[config.mk]
export PLATFORM = sky130hd
export DESIGN_NAME = txsf_status
export DESIGN_NICKNAME = d
export VERILOG_FILES = /design/src/logic/txsf_status.v /design/src/logic/txsf_sync.v /design/src/logic/txsf_late_timer.v
export VERILOG_INCLUDE_DIRS = /design/src /design/src/common
export SDC_FILE = /design/constraint.sdc
export NUM_CORES = 1
export LEC_CHECK = 0
export BUFFER_PORTS_ARGS = -buffer_cell sky130_fd_sc_hd__buf_2
export CAP_MARGIN = 30
export CORE_ASPECT_RATIO = 1.5
export CORE_MARGIN = 2
export CORE_UTILIZATION = 44
export DETAILED_ROUTE_END_ITERATION = 6
export HOLD_SLACK_MARGIN = 0.08
export PLACE_DENSITY = 0.83
export REMOVE_ABC_BUFFERS = 1
export SYNTH_ARGS = -nofsm -noshare
export SYNTH_HDL_FRONTEND = slang
export SYNTH_HIERARCHICAL = 1
export SYNTH_SLANG_ARGS = --single-unit
[constraint.sdc]
create_clock -name clk -period 1.9 [get_ports clk]
set_input_delay 0.095 -clock clk [delete_from_list [all_inputs] [get_ports clk]]
set_output_delay 0.095 -clock clk [all_outputs]
set_load 0.02 [all_outputs]
[src/common/txsf_defines.vh]
/*
 Constants for the transmit status flag logic: register offsets, field
 positions, reset values and timing counts. Assumes a 25 MHz system clock.
*/
`ifndef TXSF_DEFINES_VH
`define TXSF_DEFINES_VH

// ==========================================================
// Register byte offsets on the Avalon-MM slave
`define TXSF_OFS_TCS          4'h0
`define TXSF_OFS_TX_CTRL      4'h4
`define TXSF_OFS_STATUS_WORD  4'h8

// ==========================================================
// Transmit control/status field positions
`define TXSF_BIT_WIN_START    14
`define TXSF_BIT_CRC_INH      13
`define TXSF_BIT_DEFERRED     9
`define TXSF_BIT_NO_CARRIER   8
`define TXSF_BIT_CARRIER_LOST 7
`define TXSF_BIT_EXCESS_COLL  6
`define TXSF_BIT_LATE_COLL    5
`define TXSF_BIT_MON_BAD      3
`define TXSF_BIT_UNDERRUN     2
`define TXSF_BIT_LEN_MISMATCH 1
`define TXSF_BIT_TX_OK        0
`define TXSF_BIT_EXCESS_DEFER 10
`define TXSF_BIT_ZERO_HI      11
`define TXSF_BIT_ZERO_LO      4

// Hardware reset value: no-carrier and tx-ok set, mismatch clear
`define TXSF_TCS_RESET        16'h0101

// ==========================================================
// Collision and timing figures
`define TXSF_MAX_COLL         5'h10
`define TXSF_SLOT_TIME_NS     51200
`define TXSF_CLK_PERIOD_NS    40
`define TXSF_SLOT_CYCLES      (`TXSF_SLOT_TIME_NS / `TXSF_CLK_PERIOD_NS)

`endif

[src/logic/txsf_status.v]
/*
 Transmit status flag logic of the media access unit. Derives per-packet
 status bits from carrier sense, collisions, deferral, FIFO underrun,
 descriptor byte counts and self-monitoring, holds them in the transmit
 control/status register and hands a status word to the descriptor writer.
 Assumes the transmit sequencer supplies single-cycle event pulses on clk
 and that carrier sense and receive activity arrive asynchronously on pins.
 Registers are reached over an Avalon-MM slave with waitrequest.
*/
// The Avalon-MM register port and the placing of the registers were left to the implementer.
`timescale 1ns/100ps
`include "txsf_defines.vh"

module txsf_status #(
  parameter SLOT_CYCLES = `TXSF_SLOT_CYCLES  // Late-collision window in cycles
) (
  input  wire        clk,                // System clock, 25 MHz
  input  wire        srst,               // Synchronous reset, active high
  // Avalon-MM slave
  input  wire [3:0]  avs_address,        // Byte address
  input  wire        avs_read,           // Read request
  input  wire        avs_write,          // Write request
  input  wire [31:0] avs_writedata,      // Write data
  input  wire [3:0]  avs_byteenable,     // Byte lanes
  output reg  [31:0] avs_readdata,       // Read data
  output reg         avs_waitrequest,    // Stall until answer ready
  // Medium pins
  input  wire        carrier_sense,      // Carrier sense pin, asynchronous
  input  wire        rx_activity,        // Receive pair activity, asynchronous
  // Transmit sequencer events
  input  wire        tx_start,           // New packet begins, pulse
  input  wire        preamble_start,     // First preamble bit, pulse
  input  wire        sfd_start,          // Frame delimiter begins, pulse
  input  wire        last_byte,          // Last byte leaves, pulse
  input  wire        collision,          // Collision seen, pulse
  input  wire        deferring,          // Waiting for medium, level
  input  wire        fifo_empty,         // Transmit FIFO empty, level
  input  wire        bus_granted,        // System bus won for refill, level
  input  wire        fifo_needed,        // Frame still needs FIFO data, level
  input  wire [15:0] pkt_size,           // Descriptor total length
  input  wire [15:0] frag_sum,           // Sum of fragment lengths
  input  wire        frag_sum_valid,     // Fragment sum complete, pulse
  input  wire        mon_align_err,      // Self-check CRC error from alignment
  input  wire        mon_addr_miss,      // Self-check source address miss
  input  wire        mon_done,           // Self-check of frame finished, pulse
  input  wire        mac_loopback,       // MAC loopback mode
  input  wire        other_loopback,     // Encoder or transceiver loopback
  input  wire        status_written,     // Descriptor status stored, pulse
  // Outputs
  output reg         tx_abort_ff,        // Abort the transmission, pulse
  output reg         fcs_append_ff,      // Append 4-byte check sequence
  output reg         crc_check_en_ff,    // Self-check checksum enable
  output reg         status_valid_ff,    // Status word ready, pulse
  output reg  [15:0] status_word_ff      // Status bits and collision count
);

  // ==========================================================
  // Declarations
  localparam ST_IDLE = 3'b001;
  localparam ST_TX   = 3'b010;
  localparam ST_WB   = 3'b100;

  reg [2:0]  state_ff;
  reg [2:0]  nxt_state;
  reg [15:0] tcs_ff;         // Transmit control/status register
  reg [15:0] nxt_tcs;
  reg [4:0]  coll_cnt_ff;
  reg [4:0]  nxt_coll_cnt;
  reg        crs_window_ff;  // Carrier being watched
  reg        first_try_ff;   // Still in the first attempt
  reg        crs_seen_ff;    // Carrier appeared in the window
  reg        nxt_abort;
  reg        timer_start;
  reg        timer_stop;
  wire       crs_sync;
  wire       rxa_sync;
  wire       late_window;
  wire       bus_hit;
  wire       wr_tcs;
  wire       any_loop;

  // ==========================================================
  // Pin synchronisers
  txsf_sync u_crs_sync (
    .clk     (clk),
    .srst    (srst),
    .din     (carrier_sense),
    .dout_ff (crs_sync)
  );

  txsf_sync u_rxa_sync (
    .clk     (clk),
    .srst    (srst),
    .din     (rx_activity),
    .dout_ff (rxa_sync)
  );

  // ==========================================================
  // Late-collision window timer
  txsf_late_timer #(
    .SLOT_CYCLES (SLOT_CYCLES)
  ) u_late_timer (
    .clk        (clk),
    .srst       (srst),
    .start      (timer_start),
    .stop       (timer_stop),
    .expired_ff (late_window)
  );

  // Reference point chosen by the window-start setting
  always @* begin
    timer_stop  = (state_ff != ST_TX);
    timer_start = 1'b0;
    if (state_ff == ST_TX) begin
      if (tcs_ff[`TXSF_BIT_WIN_START]) begin
        timer_start = preamble_start;
      end else begin
        timer_start = sfd_start;
      end
    end
  end

  assign any_loop = mac_loopback | other_loopback;

  // ==========================================================
  // Bus decode; only the control field bits are writable
  // A write lands on the edge that completes the transfer, not while stalled
  assign bus_hit = avs_read | avs_write;
  assign wr_tcs  = avs_write && !avs_waitrequest &&
                   (avs_address == `TXSF_OFS_TCS) && avs_byteenable[1];

  // ==========================================================
  // Sequencer and flag next-state logic
  always @* begin
    nxt_state    = state_ff;
    nxt_tcs      = tcs_ff;
    nxt_coll_cnt = coll_cnt_ff;
    nxt_abort    = 1'b0;
    case (state_ff)
      ST_IDLE: begin
        if (tx_start) begin
          // Per-packet bits restart; no-carrier armed until carrier seen
          nxt_tcs[`TXSF_BIT_EXCESS_DEFER]    = 1'b0;
          nxt_tcs[`TXSF_BIT_CARRIER_LOST]    = 1'b0;
          nxt_tcs[`TXSF_BIT_EXCESS_COLL]     = 1'b0;
          nxt_tcs[`TXSF_BIT_LEN_MISMATCH]    = 1'b0;
          nxt_tcs[`TXSF_BIT_NO_CARRIER]      = 1'b1;
          nxt_tcs[`TXSF_BIT_MON_BAD]         = 1'b0;
          nxt_tcs[`TXSF_BIT_UNDERRUN]        = 1'b0;
          nxt_tcs[`TXSF_BIT_TX_OK]           = 1'b0;
          nxt_coll_cnt                       = 5'h00;
          nxt_state                          = ST_TX;
        end
      end
      ST_TX: begin
        if (preamble_start) begin
          nxt_tcs[`TXSF_BIT_NO_CARRIER] = 1'b1;
        end
        if (crs_window_ff && crs_sync && !mac_loopback) begin
          nxt_tcs[`TXSF_BIT_NO_CARRIER] = 1'b0;
        end
        if (mac_loopback && rxa_sync) begin
          nxt_tcs[`TXSF_BIT_NO_CARRIER] = 1'b0;
        end
        // Carrier drop seen only after it had been present
        if (crs_window_ff && crs_seen_ff && !crs_sync) begin
          nxt_tcs[`TXSF_BIT_CARRIER_LOST] = 1'b1;
        end
        if (deferring && first_try_ff) begin
          nxt_tcs[`TXSF_BIT_DEFERRED] = 1'b1;
        end
        if (collision) begin
          nxt_coll_cnt = coll_cnt_ff + 5'h01;
          if (late_window) begin
            nxt_tcs[`TXSF_BIT_LATE_COLL] = 1'b1;
          end
          if (nxt_coll_cnt == `TXSF_MAX_COLL) begin
            nxt_tcs[`TXSF_BIT_EXCESS_COLL]  = 1'b1;
            nxt_tcs[`TXSF_BIT_LEN_MISMATCH] = 1'b1;
            nxt_abort                       = 1'b1;
          end
        end
        if (fifo_needed && fifo_empty && !bus_granted) begin
          nxt_tcs[`TXSF_BIT_UNDERRUN] = 1'b1;
          nxt_abort                   = 1'b1;
        end
        if (frag_sum_valid && (frag_sum != pkt_size)) begin
          nxt_tcs[`TXSF_BIT_LEN_MISMATCH] = 1'b1;
          nxt_abort                       = 1'b1;
        end
        if (mon_done && (mon_align_err || mon_addr_miss) &&
            !tcs_ff[`TXSF_BIT_CRC_INH] && !any_loop) begin
          nxt_tcs[`TXSF_BIT_MON_BAD] = 1'b1;
        end
        if (last_byte || nxt_abort) begin
          // No carrier at all sets both flags; MAC loopback always loses it
          if (!crs_seen_ff || mac_loopback) begin
            nxt_tcs[`TXSF_BIT_CARRIER_LOST] = 1'b1;
          end
          nxt_tcs[`TXSF_BIT_TX_OK] = !(nxt_tcs[`TXSF_BIT_EXCESS_COLL] |
                                       nxt_tcs[`TXSF_BIT_EXCESS_DEFER] |
                                       nxt_tcs[`TXSF_BIT_UNDERRUN]);
          nxt_state = ST_WB;
        end
      end
      ST_WB: begin
        if (status_written) begin
          nxt_tcs[`TXSF_BIT_DEFERRED]  = 1'b0;
          nxt_tcs[`TXSF_BIT_LATE_COLL] = 1'b0;
          nxt_state                    = ST_IDLE;
        end
      end
      default: begin
        nxt_state = ST_IDLE;
      end
    endcase
    // Monitored-bad can never show while inhibited or looped back
    if (tcs_ff[`TXSF_BIT_CRC_INH] || any_loop) begin
      nxt_tcs[`TXSF_BIT_MON_BAD] = 1'b0;
    end
    // Software steers only the mode bits 15..12
    if (wr_tcs) begin
      nxt_tcs[15:12] = avs_writedata[15:12];
    end
    nxt_tcs[`TXSF_BIT_ZERO_HI] = 1'b0;
    nxt_tcs[`TXSF_BIT_ZERO_LO] = 1'b0;
  end

  // ==========================================================
  // State, flags and outputs; srst is the hardware reset
  always @(posedge clk) begin
    if (srst) begin
      state_ff        <= ST_IDLE;
      tcs_ff          <= `TXSF_TCS_RESET;
      coll_cnt_ff     <= 5'h00;
      crs_window_ff   <= 1'b0;
      first_try_ff    <= 1'b0;
      crs_seen_ff     <= 1'b0;
      tx_abort_ff     <= 1'b0;
      fcs_append_ff   <= 1'b1;
      crc_check_en_ff <= 1'b0;
      status_valid_ff <= 1'b0;
      status_word_ff  <= 16'h0000;
    end else begin
      state_ff    <= nxt_state;
      tcs_ff      <= nxt_tcs;
      coll_cnt_ff <= nxt_coll_cnt;
      tx_abort_ff <= nxt_abort;
      // Carrier window from delimiter through last byte
      if (state_ff == ST_TX && sfd_start) begin
        crs_window_ff <= 1'b1;
      end else if (last_byte || state_ff != ST_TX) begin
        crs_window_ff <= 1'b0;
      end
      if (tx_start && state_ff == ST_IDLE) begin
        crs_seen_ff  <= 1'b0;
        first_try_ff <= 1'b1;
      end else begin
        if (crs_window_ff && crs_sync) begin
          crs_seen_ff <= 1'b1;
        end
        if (collision) begin
          first_try_ff <= 1'b0;
        end
      end
      fcs_append_ff   <= !tcs_ff[`TXSF_BIT_CRC_INH];
      crc_check_en_ff <= (state_ff == ST_TX);
      // Status word: count in 15..11, flags in 10..0
      status_valid_ff <= (state_ff == ST_TX) && (nxt_state == ST_WB);
      if (state_ff == ST_TX && nxt_state == ST_WB) begin
        status_word_ff <= {nxt_coll_cnt, nxt_tcs[10:0]};
      end
    end
  end

  // ==========================================================
  // Avalon slave: one wait cycle, answer on the second edge
  always @(posedge clk) begin
    if (srst) begin
      avs_waitrequest <= 1'b1;
      avs_readdata    <= 32'h00000000;
    end else begin
      avs_waitrequest <= !(bus_hit && avs_waitrequest);
      if (avs_read && avs_waitrequest) begin
        case (avs_address)
          `TXSF_OFS_TCS:         avs_readdata <= {16'h0000, tcs_ff};
          `TXSF_OFS_TX_CTRL:     avs_readdata <= {24'h000000, 3'h0, coll_cnt_ff};
          `TXSF_OFS_STATUS_WORD: avs_readdata <= {16'h0000, status_word_ff};
          default:               avs_readdata <= 32'h00000000;
        endcase
      end
    end
  end

endmodule

[src/logic/txsf_sync.v]
/*
 Three-stage synchroniser with agreement filter for a pin input.
 Assumes the input is asynchronous to clk; output follows once stages
 two and three agree.
*/
`timescale 1ns/100ps

module txsf_sync (
  input  wire clk,     // System clock
  input  wire srst,    // Synchronous reset, active high
  input  wire din,     // Asynchronous pin level
  output reg  dout_ff  // Filtered synchronous level
);

  reg s1_ff;
  reg s2_ff;
  reg s3_ff;

  // ==========================================================
  // Stage chain; only s2 reads s1 to keep metastability contained
  always @(posedge clk) begin
    if (srst) begin
      s1_ff   <= 1'b0;
      s2_ff   <= 1'b0;
      s3_ff   <= 1'b0;
      dout_ff <= 1'b0;
    end else begin
      s1_ff <= din;
      s2_ff <= s1_ff;
      s3_ff <= s2_ff;
      if (s2_ff == s3_ff) begin
        dout_ff <= s3_ff;
      end
    end
  end

endmodule

[src/logic/txsf_late_timer.v]
/*
 Late-collision window timer. Counts one slot time from its start pulse.
 Assumes start is a synchronous pulse and stop a synchronous level on clk.
*/
`timescale 1ns/100ps
`include "txsf_defines.vh"

module txsf_late_timer #(
  parameter SLOT_CYCLES = `TXSF_SLOT_CYCLES  // Slot time in clock cycles
) (
  input  wire clk,          // System clock
  input  wire srst,         // Synchronous reset, active high
  input  wire start,        // Begin timing the window
  input  wire stop,         // Frame ended, stop timing
  output reg  expired_ff    // Slot time elapsed since start
);

  reg [11:0] cnt_ff;
  reg        run_ff;

  // ==========================================================
  // Counter stops at the slot limit so expired stays until stop or a new start
  always @(posedge clk) begin
    if (srst || stop) begin
      cnt_ff     <= 12'h000;
      run_ff     <= 1'b0;
      expired_ff <= 1'b0;
    end else if (start) begin
      cnt_ff     <= 12'h000;
      run_ff     <= 1'b1;
      expired_ff <= 1'b0;
    end else if (run_ff) begin
      if (cnt_ff == SLOT_CYCLES[11:0] - 12'h001) begin
        expired_ff <= 1'b1;
        run_ff     <= 1'b0;
      end else begin
        cnt_ff <= cnt_ff + 12'h001;
      end
    end
  end

endmodule

# ---- Word-level counts from Yosys, hierarchy flattened
# Index checks and enable logic that the tools add are counted.
dict set report op_classes {
  bitwise_logic 6
  addsub 2
  n_reduce_logical 43
  mux 51
  n_eq_ne 12
}
# op count
set ops {}
lappend ops {{$pmux W16 S3} 1}
lappend ops {{$mux W1} 35}
lappend ops {{$logic_and A1 B1 Y1} 20}
lappend ops {{$ne A16 B16 Y1} 1}
lappend ops {{$add A12 B1 Y12 const B} 1}
lappend ops {{$eq A12 B11 Y1 const B} 1}
lappend ops {{$mux W3} 4}
lappend ops {{$mux W5} 2}
lappend ops {{$pmux W5 S2} 1}
lappend ops {{$logic_not A1 Y1} 9}
lappend ops {{$pmux W3 S3} 1}
lappend ops {{$pmux W4 S2} 1}
lappend ops {{$eq A3 B3 Y1 const B} 2}
lappend ops {{$logic_or A1 B1 Y1} 6}
lappend ops {{$pmux W3 S2} 1}
lappend ops {{$reduce_or A2 Y1} 3}
lappend ops {{$add A5 B1 Y5 const B} 1}
lappend ops {{$eq A5 B5 Y1 const B} 1}
lappend ops {{$eq A4 B3 Y1 const B} 1}
lappend ops {{$eq A4 B4 Y1 const B} 1}
lappend ops {{$logic_not A4 Y1} 1}
lappend ops {{$mux W2} 2}
lappend ops {{$mux W4} 1}
lappend ops {{$or A1 B1 Y1} 4}
lappend ops {{8 further kinds} 13}
dict set report word_totals {
  inputBits 94
  register_bits 101
}

# ---- Depth between registers and ports, before layout
dict set report logic_depth {
  depth_word 12
  mapped_depth 7
}

# ---- Cells and area by module
# The synthesis kept the hierarchy.
# mod n_inst area_per_inst_um2 seq_area_each_um2 cells_each
set modules_own_cells {}
lappend modules_own_cells {txsf_status 1 2927.8 1221.2 314}
lappend modules_own_cells {txsf_late_timer 1 673.1 280.3 75}
lappend modules_own_cells {txsf_sync 2 112.6 80.1 10}

# ---- Least setup slack after synthesis
# No wires, ideal clock.
dict set report synth_timing {
  path_kind {register -> register}
  start {reg coll_cnt_ff[0]}
  end {reg status_word_ff[13]}
  slack_ns -0.057
  stages_incl_launch_ff 7
  required_ns 1.779
  setup_time_ns 0.121
  t_arrival_ns 1.836
  path_cell_list {dfxtp_1 > ha_1 > and3_1 > a211o_1 > o21ai_4 > buf_8 > mux2_4}
}
dict set report synth_between {
  elab_chain_cells 12
  elab_cells_between_ends 14
  cone_classes {add/sub: 1; eq/ne: 2; mux: 9; reduce/logical: 2}
}
# item line
set synth_lines {}
lappend synth_lines {{start, declared} txsf_status.v:67} ;# reg [4:0] coll_cnt_ff;
lappend synth_lines {{start signal, assigned} txsf_status.v:247} ;# coll_cnt_ff <= nxt_coll_cnt;
lappend synth_lines {{$add A5 B1 Y5 (*)} txsf_status.v:173} ;# nxt_coll_cnt = coll_cnt_ff + 5'h01;
lappend synth_lines {{$eq A5 B5 Y1 (no source line)} --}
lappend synth_lines {{$mux W1} txsf_status.v:177} ;# if (nxt_coll_cnt == `TXSF_MAX_COLL) begin
lappend synth_lines {{$mux W1} txsf_status.v:172} ;# if (collision) begin
lappend synth_lines {{$mux W1} txsf_status.v:183} ;# if (fifo_needed && fifo_empty && !bus_granted) begin
lappend synth_lines {{$mux W1} txsf_status.v:187} ;# if (frag_sum_valid && (frag_sum != pkt_size)) begin
lappend synth_lines {{$mux W1} txsf_status.v:139} ;# case (state_ff)
lappend synth_lines {{$logic_or A1 B1 Y1} txsf_status.v:195} ;# if (last_byte || nxt_abort) begin
lappend synth_lines {{$mux W3} txsf_status.v:195}
lappend synth_lines {{$pmux W3 S3} txsf_status.v:139}
lappend synth_lines {{$eq A3 B3 Y1} txsf_status.v:270} ;# if (state_ff == ST_TX && nxt_state == ST_WB) begin
lappend synth_lines {{$logic_and A1 B1 Y1} txsf_status.v:270}
lappend synth_lines {{end signal, assigned} txsf_status.v:271} ;# status_word_ff <= {nxt_coll_cnt, nxt_tcs[10:0]};
lappend synth_lines {{end, declared} txsf_status.v:54} ;# output reg [15:0] status_word_ff
# Every way passes the cells marked *; elsewhere a longest branch is shown, timed or not. The select of a mux whose other input is x is not followed.
# A chain may end at the register's enable or synchronous reset.

# ---- Worst setup path in the final report
dict set report layout_timing {
  start {reg coll_cnt_ff[1]}
  end {reg status_word_ff[15]}
}
# The elaborated chain is that of the path after synthesis.

==> results.py <==
metrics = {
    "clocking": {
        "clk_pin_slew_ns": 0.06,
        "cts_inserted_buffers": 9,
        "cts_tree": "done",
        "clock_sinks": 83,
        "ctsRootBufferMaster": "clkbuf_16",
        "clk-insertion-delay-late_ns": 0.34,
        "maximum_buffer_depth_of_the_clock_tree": 2,
        "cts_htree_levels": 3,
    },
    "sta": {
        "hold_slack_ns": 0.0986,
        "hold_viol": 0,
        "slew_viol_final": 0,
        "post_route_setup_tns_ns": 0,
        "layout_worst_path_cycle_share": 0.989,
        "finalSetupViolCount": 0,
        "clock_skew_ns": 0.00750,
        "maxClockFrequency_mhz": 532,
        "timing.final.crit_period_ns": 1.88,
        "rsz0062_at_grt": "yes",
    },
    "cells_and_area": {
        "area.growth.synth_to_final_pct": 31.7,
        "layout_cells_sized_above_1": 0.313,
        "final_cell_count_no_fill": 656,
        "count_of_nets_after_finishing": 640,
        "insertedDiodeCount": 0,
        "finish.utilization": 0.599,
        "layout_fillers": 720,
    },
    "routing": {
        "routed_wl_mm": 10.0,
        "detailedRoute.firstPassIterationCount": 5,
        "route.antenna.remaining_nets": 0,
        "drt_drc_violations_left": 0,
        "avgViaCountPerCell": 5.37,
        "detail_route.wl_per_cell_um": 15.2,
        "iter_0_drt_violations": 211,
        "route.vias.total": 3524,
    },
    "worst_setup_path": {
        "end_kind": "register",
        "critical_path.startpoint_type": "register",
        "timing.setup.critical_path_class": "reg2reg",
        "timing.critical_path.cells": "ha_4 -> and3_4 -> a211o_1 -> o21ai_4 -> clkbuf_16 -> mux2_4",
        "critical_path_required_ns": 2.13,
        "cp_max_fo": 6,
        "max_stage_delay_ns": 0.35,
        "worst_path_cell_with_the_longest_stage_delay": "a211o_1",
        "timing.critical_path.arrival_ns": 2.11,
        "cell_count_of_the_worst_reg_to_reg_path": 6,
    },
    "logic_synthesis": {
        "proportion_of_netlist_area_held_by_the_largest_area_contributor": 0.434,
        "synthesis.area_mm2": 0.00383,
        "synthMuxAreaShare": 0.0749,
        "synth-seq-area-share": 0.434,
        "ffs_w_async_s_r_synth": 0,
        "ys_warn_count": 6,
        "synth_seq_cells": 83,
        "netlist.top_cell.by_area": "dfxtp_1",
        "number_of_enable_flip_flop_cells_after_synthesis": 0,
        "synth.area.top_cells": "dfxtp_1 (43%), xnor2_1 (3.9%), nor2_1 (3.8%), mux2i_1 (3.7%), a22oi_1 (3.5%)",
        "synthXorXnorAreaFrac": 0.0435,
        "postSynth.topFlopCell": "dfxtp_1",
        "number_of_standard_cells_after_synthesis": 409,
        "post_synth.cell_area_avg_um2": 9.35,
        "synth_area_in_simple_gates": 0.208,
        "synth_compound_area_frac": 0.172,
        "synth_top_family_by_area": "simple AND/OR/NAND/NOR gates",
        "yosys.cell_types.count": 60,
        "post_synth_fa_ha_maj_area_fraction": 0.00654,
    },
    "placed_design": {
        "detailedPlacementHpwl_mm": 7.07,
        "port_buffers": 98,
        "dp.cells": 623,
        "globalplace.congestion": 0.831,
    },
    "grt": {
        "grt_max_degree": 26,
        "grt_antenna_before_repair": 0,
        "globalRouteOverflowTotal": 0,
        "grt_pass1_wl_mm": 15.8,
        "first_global_vias": 3562,
        "grt_resource_usage_total": 0.212,
    },
    "power": {
        "leakage_nw": 2.10,
        "power.total_mw": 3.91,
        "power_per_cell_area_mw_per_mm2": 776,
        "irDropWorstVdd_v": 0.000629,
    },
    "status": {
        "outcome": "completed",
    },
    "hold_path": {
        "hold_depth": 4,
        "hold_class": "in2reg",
    },
    "flow_run": {
        "max_cap_viol_count": 0,
    },
    "die": {
        "placement_rows": 41,
        "die_w_um": 80.1,
        "core-area_mm2": 0.00841,
        "floorplan.die_area_mm2": 0.00947,
        "floorplan.die.height_um": 118,
        "initial_core_util": 0.455,
        "num_io_pins": 147,
    },
}
## placed cells by master, fill, tap and decap left out, types with 3 or more instances in the layout
cell type	count
buf_2	98
dfxtp_1	81
nor2_1	39
nand2_1	26
buf_4	26
nor2b_1	21
a21oi_1	21
a22oi_1	18
xnor2_1	17
conb_1	17
dlygate4sd3_1	15
mux2i_1	14
nand4_1	12
a22o_1	10
clkbuf_16	10
o21ai_0	9
mux2_2	9
nor3_1	8
a211oi_1	7
a31oi_1	6
inv_1	6
nand3_1	5
and3_1	5
nand2b_1	4
o211ai_1	4
mux2_4	3
nor4_1	3
clkbuf_8	3
## through the flow
stage	cell area [µm²]	setup slack, ns
after floorplan	3680	-0.553
final	5040	0.0203
after global routing	5040	-0.00931
after CTS	4980	0.0226
after global placement	4520	0.0426
after detailed placement	4520	-0.00737
## synthesized netlist by cell type (3+ instances only)
cell and number:
a211oi_1 7, a21oi_1 21, a22o_1 10, a22oi_1 18
a31oi_1 6, and3_1 6, buf_4 17, clkbuf_1 12
dfxtp_1 83, inv_1 6, mux2_2 9, mux2_4 3
mux2i_1 14, nand2_1 26, nand2b_1 4, nand3_1 5
nand4_1 12, nor2_1 39, nor2b_1 21, nor3_1 8
nor4_1 3, o211ai_1 4, o21ai_0 9, o21ai_1 3
xnor2_1 17
## what timing repair did
item	CTS	global route
gates cloned	0	1
setup buffers	0	1
hold buffers	15	0
pin swaps	1	3
resized for setup	0	7
endpoints found under the hold margin	12	0
endpoints found under the setup margin	6	13
## logic make-up (layout without fill, tap and decap cells)
family	Yosys count	in the layout
buf+inv	41	165
other cells	1	17
mux	26	26
simple gates	147	147
fa+ha+maj	2	2
xor+xnor	19	19
flops	83	83
compound gates	90	90
## state kept, by name, indices dropped and copies added (netlist names), 3 cells and up
name                 flops
status_word_ff          15
tcs_ff                  14
coll_cnt_ff              5
state_ff                 3
u_late_timer/cnt_ff     12
avs_readdata            16
## worst max-delay path, delay by kind of cell (launching register included)
kind,cells,cell delay (ns)
fa+ha+maj,1,0.16
simple gates,1,0.16
flops,1,0.34
buf+inv,1,0.21
mux,1,0.29
compound gates,2,0.60
## layer usage
metal / routed length [µm] / part of all wire / GRT usage / vias to the layer above
met3: 620 / 0.062 / 0.0458 / 19
met2: 5360 / 0.54 / 0.382 / 117
li1: - / - / - / 1717
met5: 0 / 0 / 0 / -
met4: 256 / 0.026 / 0.111 / 0
met1: 3760 / 0.38 / 0.223 / 1671
## power breakdown
group | switching (mW) | internal (mW)
registers | 0.0146 | 1.76
clock network | 0.674 | 1.12
logic | 0.188 | 0.151
total | 0.876 | 3.03
## final timing paths
| kind | startpoint | to | slack (ns) |
|---|---|---|---|
| setup reg to reg | coll_cnt_ff[1] | status_word_ff[15] | 0.02 |
| hold reg to reg | u_crs_sync/s1_ff | u_crs_sync/s2_ff | 0.43 |
| setup / recovery | coll_cnt_ff[1] | status_word_ff[15] | 0.02 |
| hold / removal | status_written | state_ff[2] | 0.1 |
## final cells by class
class	instances	area, µm²	area share
well taps	107	134	0.0266
flip-flops and latches	83	1660	0.330
clock inverters	4	47.5	0.00944
repair buffers	141	881	0.175
inverters	8	30.0	0.00596
clock buffers	12	267	0.0529
multi-input cells	301	2010	0.400
Note: power is estimated with default switching activity, not from simulation.
